### src/pkg/cid_pkg.sv
// constants and types for the caller-id call detector
package cid_pkg;
    localparam int CID_CLK_HZ = 40_000_000;
    localparam int CID_BAUD_SLOW = 9600;
    localparam int CID_BAUD_FAST = 19200;
    localparam logic [15:0] CID_DIV_SLOW = 16'(CID_CLK_HZ / CID_BAUD_SLOW);
    localparam logic [15:0] CID_DIV_FAST = 16'(CID_CLK_HZ / CID_BAUD_FAST);
    localparam int CID_PAT_LEN = 28;
    localparam int CID_RING_MIN = 1;
    localparam int CID_RING_MAX = 20;
    localparam int CID_DELAY_MAX_S = 10;
    localparam logic [7:0] CID_CH_CR = 8'h0d;
    localparam logic [7:0] CID_CH_LF = 8'h0a;
    localparam logic [7:0] CID_CH_QUOTE = 8'h22;
    localparam logic [7:0] CID_CH_STAR = 8'h2a;
    localparam logic [7:0] CID_CH_PLUS = 8'h2b;
    localparam logic [7:0] CID_CH_MINUS = 8'h2d;
    localparam logic [7:0] CID_CH_OPEN = 8'h28;
    localparam logic [7:0] CID_CH_CLOSE = 8'h29;
    localparam logic [7:0] CID_CH_ZERO = 8'h30;
    localparam logic [7:0] CID_CH_NINE = 8'h39;
    localparam logic [7:0] CID_CH_R = 8'h52;
    localparam logic [7:0] CID_CH_C = 8'h43;
    // parity settings
    localparam logic [1:0] CID_PAR_NONE = 2'h0;
    localparam logic [1:0] CID_PAR_ODD = 2'h1;
    localparam logic [1:0] CID_PAR_EVEN = 2'h2;
    // receiver states
    typedef enum logic [3:0] {
        CID_RX_IDLE = 4'b0001,
        CID_RX_DATA = 4'b0010,
        CID_RX_PAR = 4'b0100,
        CID_RX_STOP = 4'b1000
    } cid_rx_t;
endpackage : cid_pkg

### src/cid_caller_match_block.sv
// caller-id call detector: modem serial receiver, line parser, pattern match, bit output
// Behaviour
// [RULE1] count ring lines; take caller number only once ring count reached
// [RULE2] ring count setting clamped to one through twenty
// [RULE3] plain pattern matches only same length and identical digits
// [RULE4] output goes on when number matches and enable active
// [RULE5] enable inactive: output held, no comparison made
// [RULE6] unconnected enable reads as active; a floating func_enable here reads inactive, calls never set the output
// [RULE7] reset and enable both active: reset wins, output cleared
// [RULE8] during reset an incoming call leaves output unchanged
// [RULE9] unconnected reset reads as inactive
// [RULE10] pattern holds up to 28 chars of digits, plus, minus, parens, asterisk
// [RULE11] asterisk at end or alone matches any digit sequence
// [RULE12] trailing asterisk needs at least one caller character there
// [RULE13] retentive option keeps output across supply loss
// [RULE14] remote-access calls from matching number also trigger output
// [RULE15] seven or eight data bits selectable
// [RULE16] parity none, odd or even
// [RULE17] one or two stop bits
// [RULE18] 9600 or 19200 bits per second
// [RULE19] restore defaults gives 8 bits, no parity, 1 stop, 9600
// [RULE20] after power-up wait 0..10 s before sending startup string
// [RULE21] four-digit sim pin; non-digit gives pin error
// [RULE22] pin cancel allowed without entering pin
// [RULE23] modem sends ring and quoted caller-id lines ended by cr lf
module cid_caller_match_block
    import cid_pkg::*;
#(
    parameter int SEC_CYCLES = CID_CLK_HZ // clock rate: sets the second count and the bit time
) (
    input wire logic clk, // 40 MHz clock
    input wire logic reset, // synchronous active-high reset
    input wire logic func_enable, // block enable input
    input wire logic func_reset, // block reset input, clears output
    input wire logic rxd_pin, // serial data from modem
    input wire logic [CID_PAT_LEN*8-1:0] pattern, // stored pattern, char 0 in low byte
    input wire logic [4:0] pattern_len, // pattern length in chars
    input wire logic [4:0] ring_count, // rings before detect
    input wire logic retentive, // retentive option select
    input wire logic retained_value, // value restored at power-up when retentive
    input wire logic data_bits_7, // 1: seven data bits
    input wire logic [1:0] parity_mode, // parity setting
    input wire logic stop_bits_2, // 1: two stop bits
    input wire logic baud_fast, // 1: 19200 bps
    input wire logic restore_defaults, // one-cycle pulse: default serial format
    input wire logic [3:0] delay_s, // startup delay seconds
    input wire logic [15:0] pin_digits, // four pin digit codes, 4 bits each
    input wire logic pin_enter, // pulse: submit pin
    input wire logic pin_cancel, // pulse: cancel pin
    output logic bit_out, // detector output
    output logic startup_send, // pulse: transmit startup string now
    output logic pin_error, // last pin entry rejected
    output logic pin_active, // pin set
    output logic [15:0] pin_value, // stored pin
    output logic [8:0] serial_frame_settings // {baud,stop2,parity,bits7,pad,...}
);
    // bit time follows the real clock rate; too few cycles per bit cannot find mid-bit
    localparam logic [15:0] DIV_SLOW = 16'(SEC_CYCLES / CID_BAUD_SLOW);
    localparam logic [15:0] DIV_FAST = 16'(SEC_CYCLES / CID_BAUD_FAST);
    initial begin
        if (SEC_CYCLES / CID_BAUD_FAST < 4 || SEC_CYCLES / CID_BAUD_SLOW > 32'h0000_ffff)
            $error("SEC_CYCLES cannot serve both bit rates");
    end

    ////////////////////////////////////////////////////////////////////////////////
    // input synchroniser: 3 flops, change accepted when stages 2 and 3 agree
    logic [2:0] sync_reg, sync_next;
    logic rx_reg, rx_next;
    always_comb begin
        sync_next = {sync_reg[1:0], rxd_pin};
        rx_next = (sync_reg[2] == sync_reg[1]) ? sync_reg[2] : rx_reg;
    end
    always_ff @(posedge clk) begin
        sync_reg <= reset ? 3'h7 : sync_next;
        rx_reg <= reset ? 1'b1 : rx_next;
    end

    ////////////////////////////////////////////////////////////////////////////////
    // serial format settings; reset and restore both land on the defaults
    logic fmt_bits7_reg, fmt_bits7_next, fmt_stop2_reg, fmt_stop2_next;
    logic fmt_fast_reg, fmt_fast_next;
    logic [1:0] fmt_par_reg, fmt_par_next;
    always_comb begin
        fmt_bits7_next = data_bits_7; // RULE15
        fmt_par_next = (parity_mode > CID_PAR_EVEN) ? CID_PAR_NONE : parity_mode; // RULE16
        fmt_stop2_next = stop_bits_2; // RULE17
        fmt_fast_next = baud_fast; // RULE18
        if (restore_defaults) begin
            fmt_bits7_next = 1'b0; // RULE19
            fmt_par_next = CID_PAR_NONE;
            fmt_stop2_next = 1'b0;
            fmt_fast_next = 1'b0;
        end
    end
    always_ff @(posedge clk) begin
        fmt_bits7_reg <= reset ? 1'b0 : fmt_bits7_next;
        fmt_par_reg <= reset ? CID_PAR_NONE : fmt_par_next;
        fmt_stop2_reg <= reset ? 1'b0 : fmt_stop2_next;
        fmt_fast_reg <= reset ? 1'b0 : fmt_fast_next;
        serial_frame_settings <= reset ? 9'h000 :
            {fmt_fast_next, fmt_stop2_next, fmt_par_next, fmt_bits7_next, 4'h0};
    end

    ////////////////////////////////////////////////////////////////////////////////
    // uart receiver; stop bits are checked only as the first one, second is idle time
    cid_rx_t st_reg, st_next;
    logic [15:0] cnt_reg, cnt_next;
    logic [2:0] bit_reg, bit_next;
    logic [7:0] sh_reg, sh_next;
    logic ch_valid_reg, ch_valid_next;
    logic [7:0] ch_reg, ch_next;
    logic par_acc;
    logic [15:0] div;
    always_comb begin
        div = fmt_fast_reg ? DIV_FAST : DIV_SLOW; // RULE18
        st_next = st_reg;
        cnt_next = cnt_reg - 16'h0001;
        bit_next = bit_reg;
        sh_next = sh_reg;
        ch_valid_next = 1'b0;
        ch_next = ch_reg;
        par_acc = ^sh_reg ^ rx_reg;
        unique case (st_reg)
            CID_RX_IDLE: begin
                if (!rx_reg) begin
                    st_next = CID_RX_DATA;
                    cnt_next = div + (div >> 1); // sample mid first data bit
                    bit_next = 3'h0;
                    sh_next = 8'h00;
                end
            end
            CID_RX_DATA: begin
                if (cnt_reg == 16'h0000) begin
                    cnt_next = div - 16'h0001; // sample edge counts as part of the bit
                    sh_next = fmt_bits7_reg ? {1'b0, rx_reg, sh_reg[6:1]}
                                            : {rx_reg, sh_reg[7:1]}; // RULE15
                    bit_next = bit_reg + 3'h1;
                    if (bit_reg == (fmt_bits7_reg ? 3'h6 : 3'h7))
                        st_next = (fmt_par_reg == CID_PAR_NONE) ? CID_RX_STOP : CID_RX_PAR;
                end
            end
            CID_RX_PAR: begin
                if (cnt_reg == 16'h0000) begin
                    cnt_next = div - 16'h0001;
                    st_next = CID_RX_STOP;
                    // bad parity drops the char so noise cannot forge a number
                    if (fmt_par_reg == CID_PAR_ODD ? !par_acc : par_acc) // RULE16
                        sh_next = 8'h00;
                end
            end
            CID_RX_STOP: begin
                if (cnt_reg == 16'h0000) begin
                    st_next = CID_RX_IDLE; // RULE17
                    ch_valid_next = rx_reg && (sh_reg != 8'h00);
                    ch_next = sh_reg;
                end
            end
            default: st_next = CID_RX_IDLE;
        endcase
    end
    always_ff @(posedge clk) begin
        st_reg <= reset ? CID_RX_IDLE : st_next;
        cnt_reg <= reset ? 16'h0000 : cnt_next;
        bit_reg <= reset ? 3'h0 : bit_next;
        sh_reg <= reset ? 8'h00 : sh_next;
        ch_valid_reg <= reset ? 1'b0 : ch_valid_next;
        ch_reg <= reset ? 8'h00 : ch_next;
    end

    ////////////////////////////////////////////////////////////////////////////////
    // line parser: ring lines counted, quoted number captured from caller-id line
    logic [4:0] rings_reg, rings_next;
    logic [4:0] lpos_reg, lpos_next;
    logic is_ring_reg, is_ring_next, is_clip_reg, is_clip_next;
    logic inq_reg, inq_next, qdone_reg, qdone_next;
    logic [CID_PAT_LEN*8-1:0] num_reg, num_next;
    logic [4:0] nlen_reg, nlen_next;
    logic call_reg, call_next;
    logic [4:0] ring_lim;
    always_comb begin
        ring_lim = (ring_count < 5'(CID_RING_MIN)) ? 5'(CID_RING_MIN) :
                   (ring_count > 5'(CID_RING_MAX)) ? 5'(CID_RING_MAX) : ring_count; // RULE2
        rings_next = rings_reg;
        lpos_next = lpos_reg;
        is_ring_next = is_ring_reg;
        is_clip_next = is_clip_reg;
        inq_next = inq_reg;
        qdone_next = qdone_reg;
        num_next = num_reg;
        nlen_next = nlen_reg;
        call_next = 1'b0;
        if (ch_valid_reg) begin
            if (ch_reg == CID_CH_LF) begin // RULE23
                if (is_ring_reg && rings_reg < 5'(CID_RING_MAX))
                    rings_next = rings_reg + 5'h01; // RULE1
                if (is_clip_reg && qdone_reg && rings_reg >= ring_lim) begin
                    call_next = 1'b1; // RULE1
                    rings_next = 5'h00;
                end
                lpos_next = 5'h00;
                is_ring_next = 1'b0;
                is_clip_next = 1'b0;
                inq_next = 1'b0;
            end else if (ch_reg != CID_CH_CR) begin
                if (lpos_reg == 5'h00) begin
                    is_ring_next = (ch_reg == CID_CH_R);
                    is_clip_next = (ch_reg == CID_CH_PLUS);
                    qdone_next = 1'b0;
                end
                if (lpos_reg == 5'h01 && is_clip_reg)
                    is_clip_next = (ch_reg == CID_CH_C);
                if (lpos_reg != 5'h1f)
                    lpos_next = lpos_reg + 5'h01;
                if (is_clip_reg && !qdone_reg && ch_reg == CID_CH_QUOTE) begin
                    if (inq_reg) qdone_next = 1'b1;
                    else begin
                        nlen_next = 5'h00;
                        num_next = '0;
                    end
                    inq_next = !inq_reg;
                end else if (inq_reg && nlen_reg < 5'(CID_PAT_LEN)) begin
                    num_next[nlen_reg*8 +: 8] = ch_reg;
                    nlen_next = nlen_reg + 5'h01;
                end
            end
        end
    end
    always_ff @(posedge clk) begin
        rings_reg <= reset ? 5'h00 : rings_next;
        lpos_reg <= reset ? 5'h00 : lpos_next;
        is_ring_reg <= reset ? 1'b0 : is_ring_next;
        is_clip_reg <= reset ? 1'b0 : is_clip_next;
        inq_reg <= reset ? 1'b0 : inq_next;
        qdone_reg <= reset ? 1'b0 : qdone_next;
        num_reg <= reset ? '0 : num_next;
        nlen_reg <= reset ? 5'h00 : nlen_next;
        call_reg <= reset ? 1'b0 : call_next;
    end

    ////////////////////////////////////////////////////////////////////////////////
    // pattern compare; any call, remote access included, is compared alike (RULE14)
    logic match;
    logic wild;
    logic [4:0] plen;
    always_comb begin
        plen = (pattern_len > 5'(CID_PAT_LEN)) ? 5'(CID_PAT_LEN) : pattern_len; // RULE10
        wild = (plen != 5'h00) && (pattern[(plen-5'h01)*8 +: 8] == CID_CH_STAR); // RULE11
        // trailing star needs at least one caller char in its place
        match = wild ? (nlen_reg >= plen) : (nlen_reg == plen); // RULE3 RULE12
        for (int i = 0; i < CID_PAT_LEN; i++) begin
            if (5'(i) < plen && !(wild && 5'(i) == plen - 5'h01))
                if (pattern[i*8 +: 8] != num_reg[i*8 +: 8]) match = 1'b0; // RULE3
        end
    end

    ////////////////////////////////////////////////////////////////////////////////
    // bit output: func_reset first, then enable; ports default enable=1 reset=0 upstream
    logic boot_reg, boot_next;
    logic out_next;
    always_comb begin
        boot_next = 1'b0;
        out_next = bit_out;
        if (func_reset)
            out_next = 1'b0; // RULE7 RULE8 RULE9
        else if (boot_reg)
            out_next = retentive & retained_value; // RULE13
        else if (func_enable && call_reg && match)
            out_next = 1'b1; // RULE4 RULE6 RULE14
        // enable low: held, no compare used RULE5
    end
    always_ff @(posedge clk) begin
        boot_reg <= reset ? 1'b1 : boot_next;
        bit_out <= reset ? 1'b0 : out_next;
    end

    ////////////////////////////////////////////////////////////////////////////////
    // startup delay before modem string, counted in seconds
    logic [31:0] tick_reg, tick_next;
    logic [3:0] sec_reg, sec_next;
    logic sent_reg, sent_next, send_next;
    logic [3:0] dly;
    always_comb begin
        dly = (delay_s > 4'(CID_DELAY_MAX_S)) ? 4'(CID_DELAY_MAX_S) : delay_s; // RULE20
        tick_next = tick_reg;
        sec_next = sec_reg;
        sent_next = sent_reg;
        send_next = 1'b0;
        if (!sent_reg) begin
            if (sec_reg >= dly) begin
                send_next = 1'b1; // RULE20
                sent_next = 1'b1;
            end else if (tick_reg == 32'(SEC_CYCLES - 1)) begin
                tick_next = 32'h0000_0000;
                sec_next = sec_reg + 4'h1;
            end else tick_next = tick_reg + 32'h0000_0001;
        end
    end
    always_ff @(posedge clk) begin
        tick_reg <= reset ? 32'h0000_0000 : tick_next;
        sec_reg <= reset ? 4'h0 : sec_next;
        sent_reg <= reset ? 1'b0 : sent_next;
        startup_send <= reset ? 1'b0 : send_next;
    end

    ////////////////////////////////////////////////////////////////////////////////
    // sim pin entry and cancel
    logic pin_ok;
    logic perr_next, pact_next;
    logic [15:0] pval_next;
    always_comb begin
        pin_ok = 1'b1;
        for (int d = 0; d < 4; d++)
            if (pin_digits[d*4 +: 4] > 4'h9) pin_ok = 1'b0; // RULE21
        perr_next = pin_error;
        pact_next = pin_active;
        pval_next = pin_value;
        if (pin_cancel) begin
            pact_next = 1'b0; // RULE22
            pval_next = 16'h0000;
            perr_next = 1'b0;
        end else if (pin_enter) begin
            perr_next = !pin_ok; // RULE21
            if (pin_ok) begin
                pact_next = 1'b1;
                pval_next = pin_digits;
            end
        end
    end
    always_ff @(posedge clk) begin
        pin_error <= reset ? 1'b0 : perr_next;
        pin_active <= reset ? 1'b0 : pact_next;
        pin_value <= reset ? 16'h0000 : pval_next;
    end
endmodule : cid_caller_match_block

### config.mk
export PLATFORM = sky130hd
export DESIGN_NAME = cid_caller_match_block
export DESIGN_NICKNAME = d
export VERILOG_FILES = /design/src/pkg/cid_pkg.sv /design/src/cid_caller_match_block.sv
export SDC_FILE = /design/constraint.sdc
export NUM_CORES = 1
export LEC_CHECK = 0
export BUFFER_PORTS_ARGS = -buffer_cell sky130_fd_sc_hd__buf_4
export CAP_MARGIN = 10
export CORE_UTILIZATION = 55
export CTS_CLUSTER_SIZE = 8
export DETAILED_ROUTE_END_ITERATION = 8
export GPL_TIMING_DRIVEN = 0
export PLACE_DENSITY_LB_ADDON = 0.08
export SETUP_SLACK_MARGIN = 0.4
export SLEW_MARGIN = 40
export SYNTH_ARGS = -nofsm -noshare
export SYNTH_HDL_FRONTEND = slang
export SYNTH_SLANG_ARGS = --single-unit
### constraint.sdc
create_clock -name clk -period 8.1 [get_ports clk]
set_input_delay 2.025 -clock clk [delete_from_list [all_inputs] [get_ports clk]]
set_output_delay 2.025 -clock clk [all_outputs]
set_load 0.03 [all_outputs]
==> summary.txt, run 1 <==
Status: completed
Top cell by count, worst path: buf_2
Core area: 34600 um2
Post-Syn Area per Cell: 8.40 um2
RSZ-0062 raised after global routing: no
Setup TNS: 0 ps
Final net count: 2965
Fmax: 140 MHz
Final HPWL DP: 62.4 mm
Critical Path, Cell by Cell: buf_4, nand3_2, and2_4, buf_6, buf_12, buf_12, inv_2, buf_2, buf_2, ha_1, buf_2, and2b_1, a21boi_1, o21ai_2, o221ai_1, a221oi_2, o22ai_1, a211oi_2, o211ai_1, a222oi_1, a21bo_1
Mapped Cells: 2314
Hold Crit Class: reg -> reg
Synth top area share: 36.1%
Row count: 68
Slowest CP cell: a222oi_1
EDFF count, synth: 0
Max_cap viols: 0
Fin. Hold Viols: 0
Largest area contributor in the netlist: dfxtp_1
Post-DRT Antenna Nets: 0
N_diodes: 0
Nature of the critical path endpoint: flip-flop
Die Y: 190 um
CP Launch Type: input pin
Reg clk slew, reported paths: 50 ps
Max FO, Critical Path: 12
Yosys warning count: 0
Delay-heaviest family, CP: compound AO/OA/AOI/OAI gates
I/O Buffers: 291
Cell Pwr Density: 188 nW/um2
Area Overhead vs Synth: 21.7%
Worst path bufs/invs: 8
Setup Skew: 21.9 ps
Crit path DAT: 7680 ps
Final setup vio count: 0
Slew headroom: 38.5%
GRT overflow: 0
Residual DRC: 0
Top post-synthesis cells by area: dfxtp_1 36%, xor2_1 8.4%, nor2_1 6.9%, a22oi_1 5.5%, xnor2_1 4.6%
First-pass GRT wire length: 119 mm
Count leader, synth: nor2_1
Leak pwr: 9.21 nW
Period minus WS final: 7150 ps
CTS tree: yes
Total GRT Usage: 44.7%
Number of global-route vias before repair: 19534
Register bit count reported by yosys: 351
Die W: 190 um
Netlist Area Pre-Place: 19400 um2
Register area share after synthesis: 36.1%
Hold path depth: 1
Post-route clock period utilization: 88.2%
Synth top cells by count: 355 x nor2_1, 351 x dfxtp_1, 187 x xor2_1
Via-to-Cell Ratio: 6.58
Post-layout util: 68.3%
Cell variety after synth: 94
Worst-Skew Late Latency: 600 ps
Peak supply drop: 0.283 mV
Req. time, crit path: 8630 ps
Worst-margin pin slew: 923 ps
Post-DP Area: 22300 um2
Top Usage Layer GRT: met2
Final Instance Area: 23700 um2
RePlAce Congestion: 1.06
Bufs on Longest Clock Path: 3
Share of layout cells above drive strength 1: 17.3%
Num ports: 298
Async SR Flop Fraction: 0%
Max Slew Vio Count: 0
# resized after CTS: 0
Starting Density: 56.2%
Grt met1 use: 54.9%
Total clock sinks: 351
Most used DFF post-synth: dfxtp_1
Max reg flops: 224
Die ar.: 36100 um2
Clock tree root buffer cell: clkbuf_16
CTS Buf Count: 50
Via Count: 20508
GRT met3 Usage: 10.0%
WL per Instance: 26.6 um
First-pass iteration count of the detailed router: 8
Largest stage delay on the critical path: 620 ps
Drt total wl: 82.8 mm
Reg2Reg Depth: 14
Post-CTS setup buffer count: 0
Met2 global-route usage: 68.9%
Crit path depth: 21
Initial antenna violation count: 2
Post-cts hold buffer count: 0
1st-iter DRT viols: 2160
CTS H-tree lvls: 2
Largest net degree at the start of global routing: 15
Crit path kind: in -> reg
metal layers:
metal	wire, um	up-vias
li1	-	8962
met1	30800	9721
met2	36000	1465
met3	9540	356
met4	6470	4
met5	27	-
cells by family after synthesis:
kind of cell,after synthesis,synth area share [%]
AND/OR/NAND/NOR,860,20.9
AO/OA/AOI/OAI,506,17.1
flip-flops,351,36.1
XOR/XNOR,292,13.2
buffers and inverters,161,3.60
multiplexers,108,6.78
adder cells (fa/ha/maj),35,2.25
other,1,0.0193
stage by stage:
stage | instances | setup WS [ps] | hold WS, ps | power, mW
after floorplan | 2317 | 2440 | 389 | 2.23
after global placement | 3063 | 542 | 415 | 2.54
after detailed placement | 3064 | 623 | 414 | 2.56
after CTS | 3119 | 1220 | 427 | 4.42
after global routing | 3119 | 848 | 445 | 4.55
final | 3119 | 952 | 424 | 4.45
worst register-to-register path, stage by stage (launching register included):
cell and delay [ps]:
dfxtp_1 410, clkbuf_1 550, inv_1 260, ha_1 310, nand2_1 120, inv_1 50
ha_1 400, nand2_1 160, nor3_2 570, and2_1 200, buf_2 180, nand2_2 120
nor2_1 490, a22oi_1 170, nor2_1 130
final timing paths:
check	start	end	slack [ps]
setup / recovery	pattern_len[4]	bit_out	950
hold / removal	sync_reg[0]	sync_reg[1]	420
setup reg to reg	nlen_reg[0]	num_reg[67]	3870
hold reg to reg	sync_reg[0]	sync_reg[1]	420
report_power, final:
part	internal [mW]	switching (mW)	total, mW
Sequential	1.77	0.0388	1.81
Combinational	0.308	0.445	0.752
Clock	1.12	0.769	1.89
placed cells by master (no fill, tap or decap), types with 46 or more instances in the layout:
cell | Yosys | layout
xor2_1 | 187 | 187
dfxtp_1 | 351 | 351
mux2i_1 | 89 | 89
buf_4 | 8 | 299
xnor2_1 | 103 | 103
nand3_1 | 100 | 100
clkbuf_16 | 0 | 50
nor2_1 | 355 | 354
a22oi_1 | 143 | 143
nand2_1 | 152 | 152
a21oi_1 | 162 | 161
o21ai_0 | 46 | 46
nor4_1 | 50 | 47
clkbuf_1 | 93 | 74
area by class of cell:
cell class                 instances  area, um2
fill                            2805      11000
sequential                       351       7030
inverter                          33        124
buffer                           128        603
timing repair buffer             292       2190
clock inverter                     5        100
multi-input combinational       1805      11800
clock buffer                      50       1250
tap                              455        569
Note: power is estimated with default switching activity, not from simulation.
==> run 2, diff against run 1 <==
--- a/config.mk
+++ b/config.mk
@@ -5,11 +5,11 @@
 export SDC_FILE = /design/constraint.sdc
 export NUM_CORES = 1
 export LEC_CHECK = 0
-export BUFFER_PORTS_ARGS = -buffer_cell sky130_fd_sc_hd__buf_4
 export CAP_MARGIN = 10
 export CORE_UTILIZATION = 55
 export CTS_CLUSTER_SIZE = 8
 export DETAILED_ROUTE_END_ITERATION = 8
+export DONT_BUFFER_PORTS = 1
 export GPL_TIMING_DRIVEN = 0
 export PLACE_DENSITY_LB_ADDON = 0.08
 export SETUP_SLACK_MARGIN = 0.4
==> summary.txt, run 2 (synthesis gave the netlist of run 1 again) <==
Status: completed
Drt total wl: 79.0 mm
Max Slew Vio Count: 0
Slew headroom: 35.7%
Max reg flops: 224
Fin. Hold Viols: 0
Num ports: 298
CTS Buf Count: 49
Fillcell total: 3108
Commonest non-fill, non-tap cell in the layout: nor2_1
Row count: 68
Net Sw Frac: 27.4%
Setup Skew: 30.4 ps
# resized after CTS: 0
Clock power share: 43.6%
Post-DRT Antenna Nets: 0
Max FO, Critical Path: 12
Comb pwr share: 13.6%
RSZ-0062 raised after global routing: no
Reg clk slew, reported paths: 50 ps
Share of layout cells above drive strength 1: 6.96%
GRT overflow: 0
Fmax: 142 MHz
Total GRT Usage: 42.5%
CTS tree: yes
Die ar.: 36100 um2
P_int: 3.06 mW
Leak pwr: 7.77 nW
Hold Crit Class: reg -> reg
Reg power frac: 42.9%
Top cell by count, worst path: buf_2
Setup TNS: 0 ps
Initial antenna violation count: 1
Final Instance Area: 21400 um2
Clock tree root buffer cell: clkbuf_16
Via-to-Cell Ratio: 6.61
Commonest non-fill, non-tap cells in the layout: 354 x nor2_1, 351 x dfxtp_1, 187 x xor2_1
Residual DRC: 0
Peak supply drop: 0.244 mV
Area Overhead vs Synth: 10.1%
CTS H-tree lvls: 2
Cell Pwr Density: 197 nW/um2
Die Y: 190 um
Req. time, crit path: 8640 ps
WL per Instance: 28.0 um
Worst-margin pin slew: 964 ps
Post-DP Area: 20100 um2
1st-iter DRT viols: 2135
CP Launch Type: input pin
Final setup vio count: 0
Post-route clock period utilization: 86.7%
Die W: 190 um
I/O Buffers: 0
Post-CTS setup buffer count: 0
Max_cap viols: 0
Crit path kind: in -> reg
Largest stage delay on the critical path: 640 ps
Post-cts hold buffer count: 0
Net Sw Power: 1.15 mW
Final HPWL DP: 59.9 mm
Crit path DAT: 7560 ps
First-pass GRT wire length: 113 mm
Total clock sinks: 351
Final net count: 2673
Period minus WS final: 7020 ps
Bufs on Longest Clock Path: 3
Largest net degree at the start of global routing: 15
Worst-Skew Late Latency: 610 ps
Nature of the critical path endpoint: flip-flop
First-pass iteration count of the detailed router: 6
Slowest CP cell: a222oi_1
Critical Path, Cell by Cell: buf_4, nand3_2, and2_4, buf_6, buf_12, buf_12, inv_2, buf_2, buf_2, ha_1, buf_2, and2b_1, a21boi_1, o21ai_2, o221ai_1, a221oi_2, o22ai_1, a211oi_2, o211ai_1, a222oi_1, a21bo_1
Starting Density: 56.2%
Core area: 34600 um2
Via Count: 18681
Number of global-route vias before repair: 17580
RePlAce Congestion: 1.05
-- run 2: changes by cell type in the layout (fill, tap and decap cells not counted), moves of 2 or more --
cell,delta
clkbuf_1,+4
clkinv_8,-2
buf_4,-291
inv_16,+3
clkbuf_2,-3
-- run 2: worst paths after layout --
kind,start,endpoint,slack (ps),cells past startpoint
worst max-delay path,pattern_len[4],bit_out,1080,21
worst min-delay path,sync_reg[0],sync_reg[1],400,1
worst max register to register,nlen_reg[0],num_reg[81],3890,9
worst min register to register,sync_reg[0],sync_reg[1],400,1
-- run 2: critical path, delay by kind of cell --
family          cells  cell delay, ps
compound gates      9            3030
buf+inv             8            1670
simple gates        3             590
fa+ha+maj           1             200
-- run 2: power by group through the flow --
stage          sequential (mW)  combinational (mW)  clock (mW)
6_report                  1.81               0.571        1.83
5_1_grt                   1.81               0.601        1.92
4_1_cts                   1.81               0.557        1.85
3_5_place_dp              1.84               0.552           0
3_3_place_gp              1.84               0.547           0
2_1_floorplan             1.83               0.395           0
-- run 2: area by class of cell --
| cell class | instances | area (um2) | share of cell area (%) |
|---|---|---|---|
| diodes | 1 | 2.50 | 0.0117 |
| plain buffers | 128 | 601 | 2.81 |
| clock buffers | 50 | 1230 | 5.75 |
| clock inverters | 3 | 60.1 | 0.281 |
| inverters | 33 | 124 | 0.579 |
| multi-input cells | 1805 | 11800 | 55.1 |
| flip-flops and latches | 351 | 7030 | 32.8 |
| well taps | 455 | 569 | 2.66 |
| repair buffers | 1 | 5.00 | 0.0234 |
-- run 2: metal layers --
layer	GRT usage [%]	wire length, um	part of all wire, %	vias up
met1	50.2	29300	37	8853
met4	30.5	6330	8.0	0
met5	0.687	0	0	-
li1	-	-	-	8385
met3	14.2	9650	12	306
met2	64.3	33800	43	1137
-- run 2: metrics by stage --
step	power (mW)	worst slack [ps]	std cells	hold WS, ps	util (%)
after floorplan	2.23	2440	2317	389	-
after global placement	2.38	691	2772	397	57.8
after detailed placement	2.39	703	2773	396	58.0
after CTS	4.21	1300	2826	405	61.7
after global routing	4.33	1030	2826	420	61.8
final	4.21	1080	2827	402	61.8
==> run 3, diff against run 2 <==
==> constraint.sdc (replaced) <==
create_clock -name clk -period 8.1 [get_ports clk]
set_input_delay 0.405 -clock clk [delete_from_list [all_inputs] [get_ports clk]]
set_output_delay 0.405 -clock clk [all_outputs]
set_load 0.05 [all_outputs]
==> summary.txt, run 3 (synthesis gave the netlist of run 1 again) <==
Die ar.: 36100 um2
Row count: 68
Post-route clock period utilization: 66.8%
Largest net degree at the start of global routing: 15
Hold Crit Class: in -> reg
Worst-Skew Late Latency: 610 ps
Crit path kind: in -> reg
Reg2Reg Depth: 9
Max_cap viols: 0
RePlAce Congestion: 1.05
Via-to-Cell Ratio: 6.65
Top Usage Layer GRT: met2
Crit path DAT: 5950 ps
Residual DRC: 0
Via Count: 18961
1st-iter DRT viols: 2124
GRT met3 Usage: 14.1%
FF-to-FF Start: nlen_reg[0]
Post-layout util: 62.5%
Fin. Hold Viols: 0
Fmax: 185 MHz
Final Instance Area: 21600 um2
WL per Instance: 28.0 um
Worst-margin pin slew: 974 ps
Post-DRT Antenna Nets: 0
Setup TNS: 0 ps
GRT overflow: 0
Die W: 190 um
Clock tree root buffer cell: clkbuf_16
I/O Buffers: 0
Core area: 34600 um2
Num ports: 298
Final setup vio count: 0
RSZ-0062 raised after global routing: no
Status: completed
Initial antenna violation count: 1
Worst Setup EP: bit_out
First-pass iteration count of the detailed router: 6
CTS Buf Count: 49
Post-DP Area: 20100 um2
Setup Skew: 29.5 ps
Period minus WS final: 5410 ps
Final net count: 2697
Drt total wl: 79.9 mm
Bufs on Longest Clock Path: 3
Total clock sinks: 351
Area of the multi-input gates: 11800 um2
CTS tree: yes
Final Power: 4.23 mW
Fillcell total: 3073
First-pass GRT wire length: 114 mm
Max Slew Vio Count: 0
R2R setup slack: 3940 ps
CP Launch Point: pattern_len[4]
Nature of the critical path endpoint: flip-flop
Req. time, crit path: 8640 ps
Met2 global-route usage: 65.5%
Max reg flops: 224
Cell Pwr Density: 196 nW/um2
Total GRT Usage: 43.0%
Die Y: 190 um
Grt met1 use: 50.6%
Commonest non-fill, non-tap cells in the layout: 354 x nor2_1, 351 x dfxtp_1, 187 x xor2_1
Starting Density: 56.2%
Number of global-route vias before repair: 17810
Commonest non-fill, non-tap cell in the layout: nor2_1
Final HPWL DP: 59.9 mm
Area Overhead vs Synth: 11.3%
Max FO, Critical Path: 12
Leak pwr: 7.87 nW
CTS H-tree lvls: 2
Slew headroom: 35.1%
R2r endpoint: num_reg[209]
CP Launch Type: input pin
Share of layout cells above drive strength 1: 6.89%
# resized after CTS: 0
FF+latch area: 7030 um2
Reg clk slew, reported paths: 50 ps
Peak supply drop: 0.244 mV
## run 3: metrics by stage
stage,hold WS (ps),std cells,setup WS (ps)
after CTS,1.82,2850,2920
after global placement,397,2772,2310
after floorplan,389,2317,4060
after global routing,16.3,2850,2650
after detailed placement,396,2773,2320
final,5.97,2851,2690
## run 3: cell type report
| class | count | area share (%) |
|---|---|---|
| plain buffers | 128 | 2.77 |
| multi-input cells | 1805 | 54.5 |
| inverters | 33 | 0.572 |
| clock inverters | 3 | 0.277 |
| flip-flops and latches | 351 | 32.5 |
| clock buffers | 50 | 5.68 |
| repair buffers | 25 | 1.13 |
| well taps | 455 | 2.63 |
| diodes | 1 | 0.0116 |
## run 3: layer usage
layer	vias to the layer above	wire length [um]	share of wire, %
met4	0	6530	8.2
met5	-	0	0
met2	1215	34100	43
met1	8992	29300	37
li1	8428	-	-
met3	326	10000	13
## run 3: worst min-delay path by stage
stage / depth (start not counted) / from / slack (ps) / end
after global routing: 2 / pin_digits[12] / 20 / pin_value[12]
after detailed placement: 1 / sync_reg[0] / 400 / sync_reg[1]
after CTS: 2 / pin_digits[12] / 2 / pin_value[12]
final: 2 / pin_digits[12] / 6 / pin_value[12]
after global placement: 1 / sync_reg[0] / 400 / sync_reg[1]
after floorplan: 1 / sync_reg[0] / 390 / sync_reg[1]
## run 3: power by group
part | switching (mW) | internal (mW) | total [mW]
logic | 0.354 | 0.231 | 0.584
registers | 0.0424 | 1.77 | 1.81
clock network | 0.769 | 1.07 | 1.84
total | 1.17 | 3.07 | 4.23
## run 3: timing repair
action                                 in CTS  in global routing
hold buffers                               24                  0
endpoints found under the hold margin      22                  0
setup buffers                               0                  0
## run 3: worst max-delay path, cell delays in order
cell	delay, ps
buf_4	150
nand3_2	130
and2_4	180
buf_6	150
buf_12	170
buf_12	180
inv_2	80
buf_2	340
buf_2	380
ha_1	200
buf_2	210
and2b_1	270
a21boi_1	190
o21ai_2	630
o221ai_1	440
a221oi_2	320
o22ai_1	130
a211oi_2	360
o211ai_1	150
a222oi_1	630
a21bo_1	190
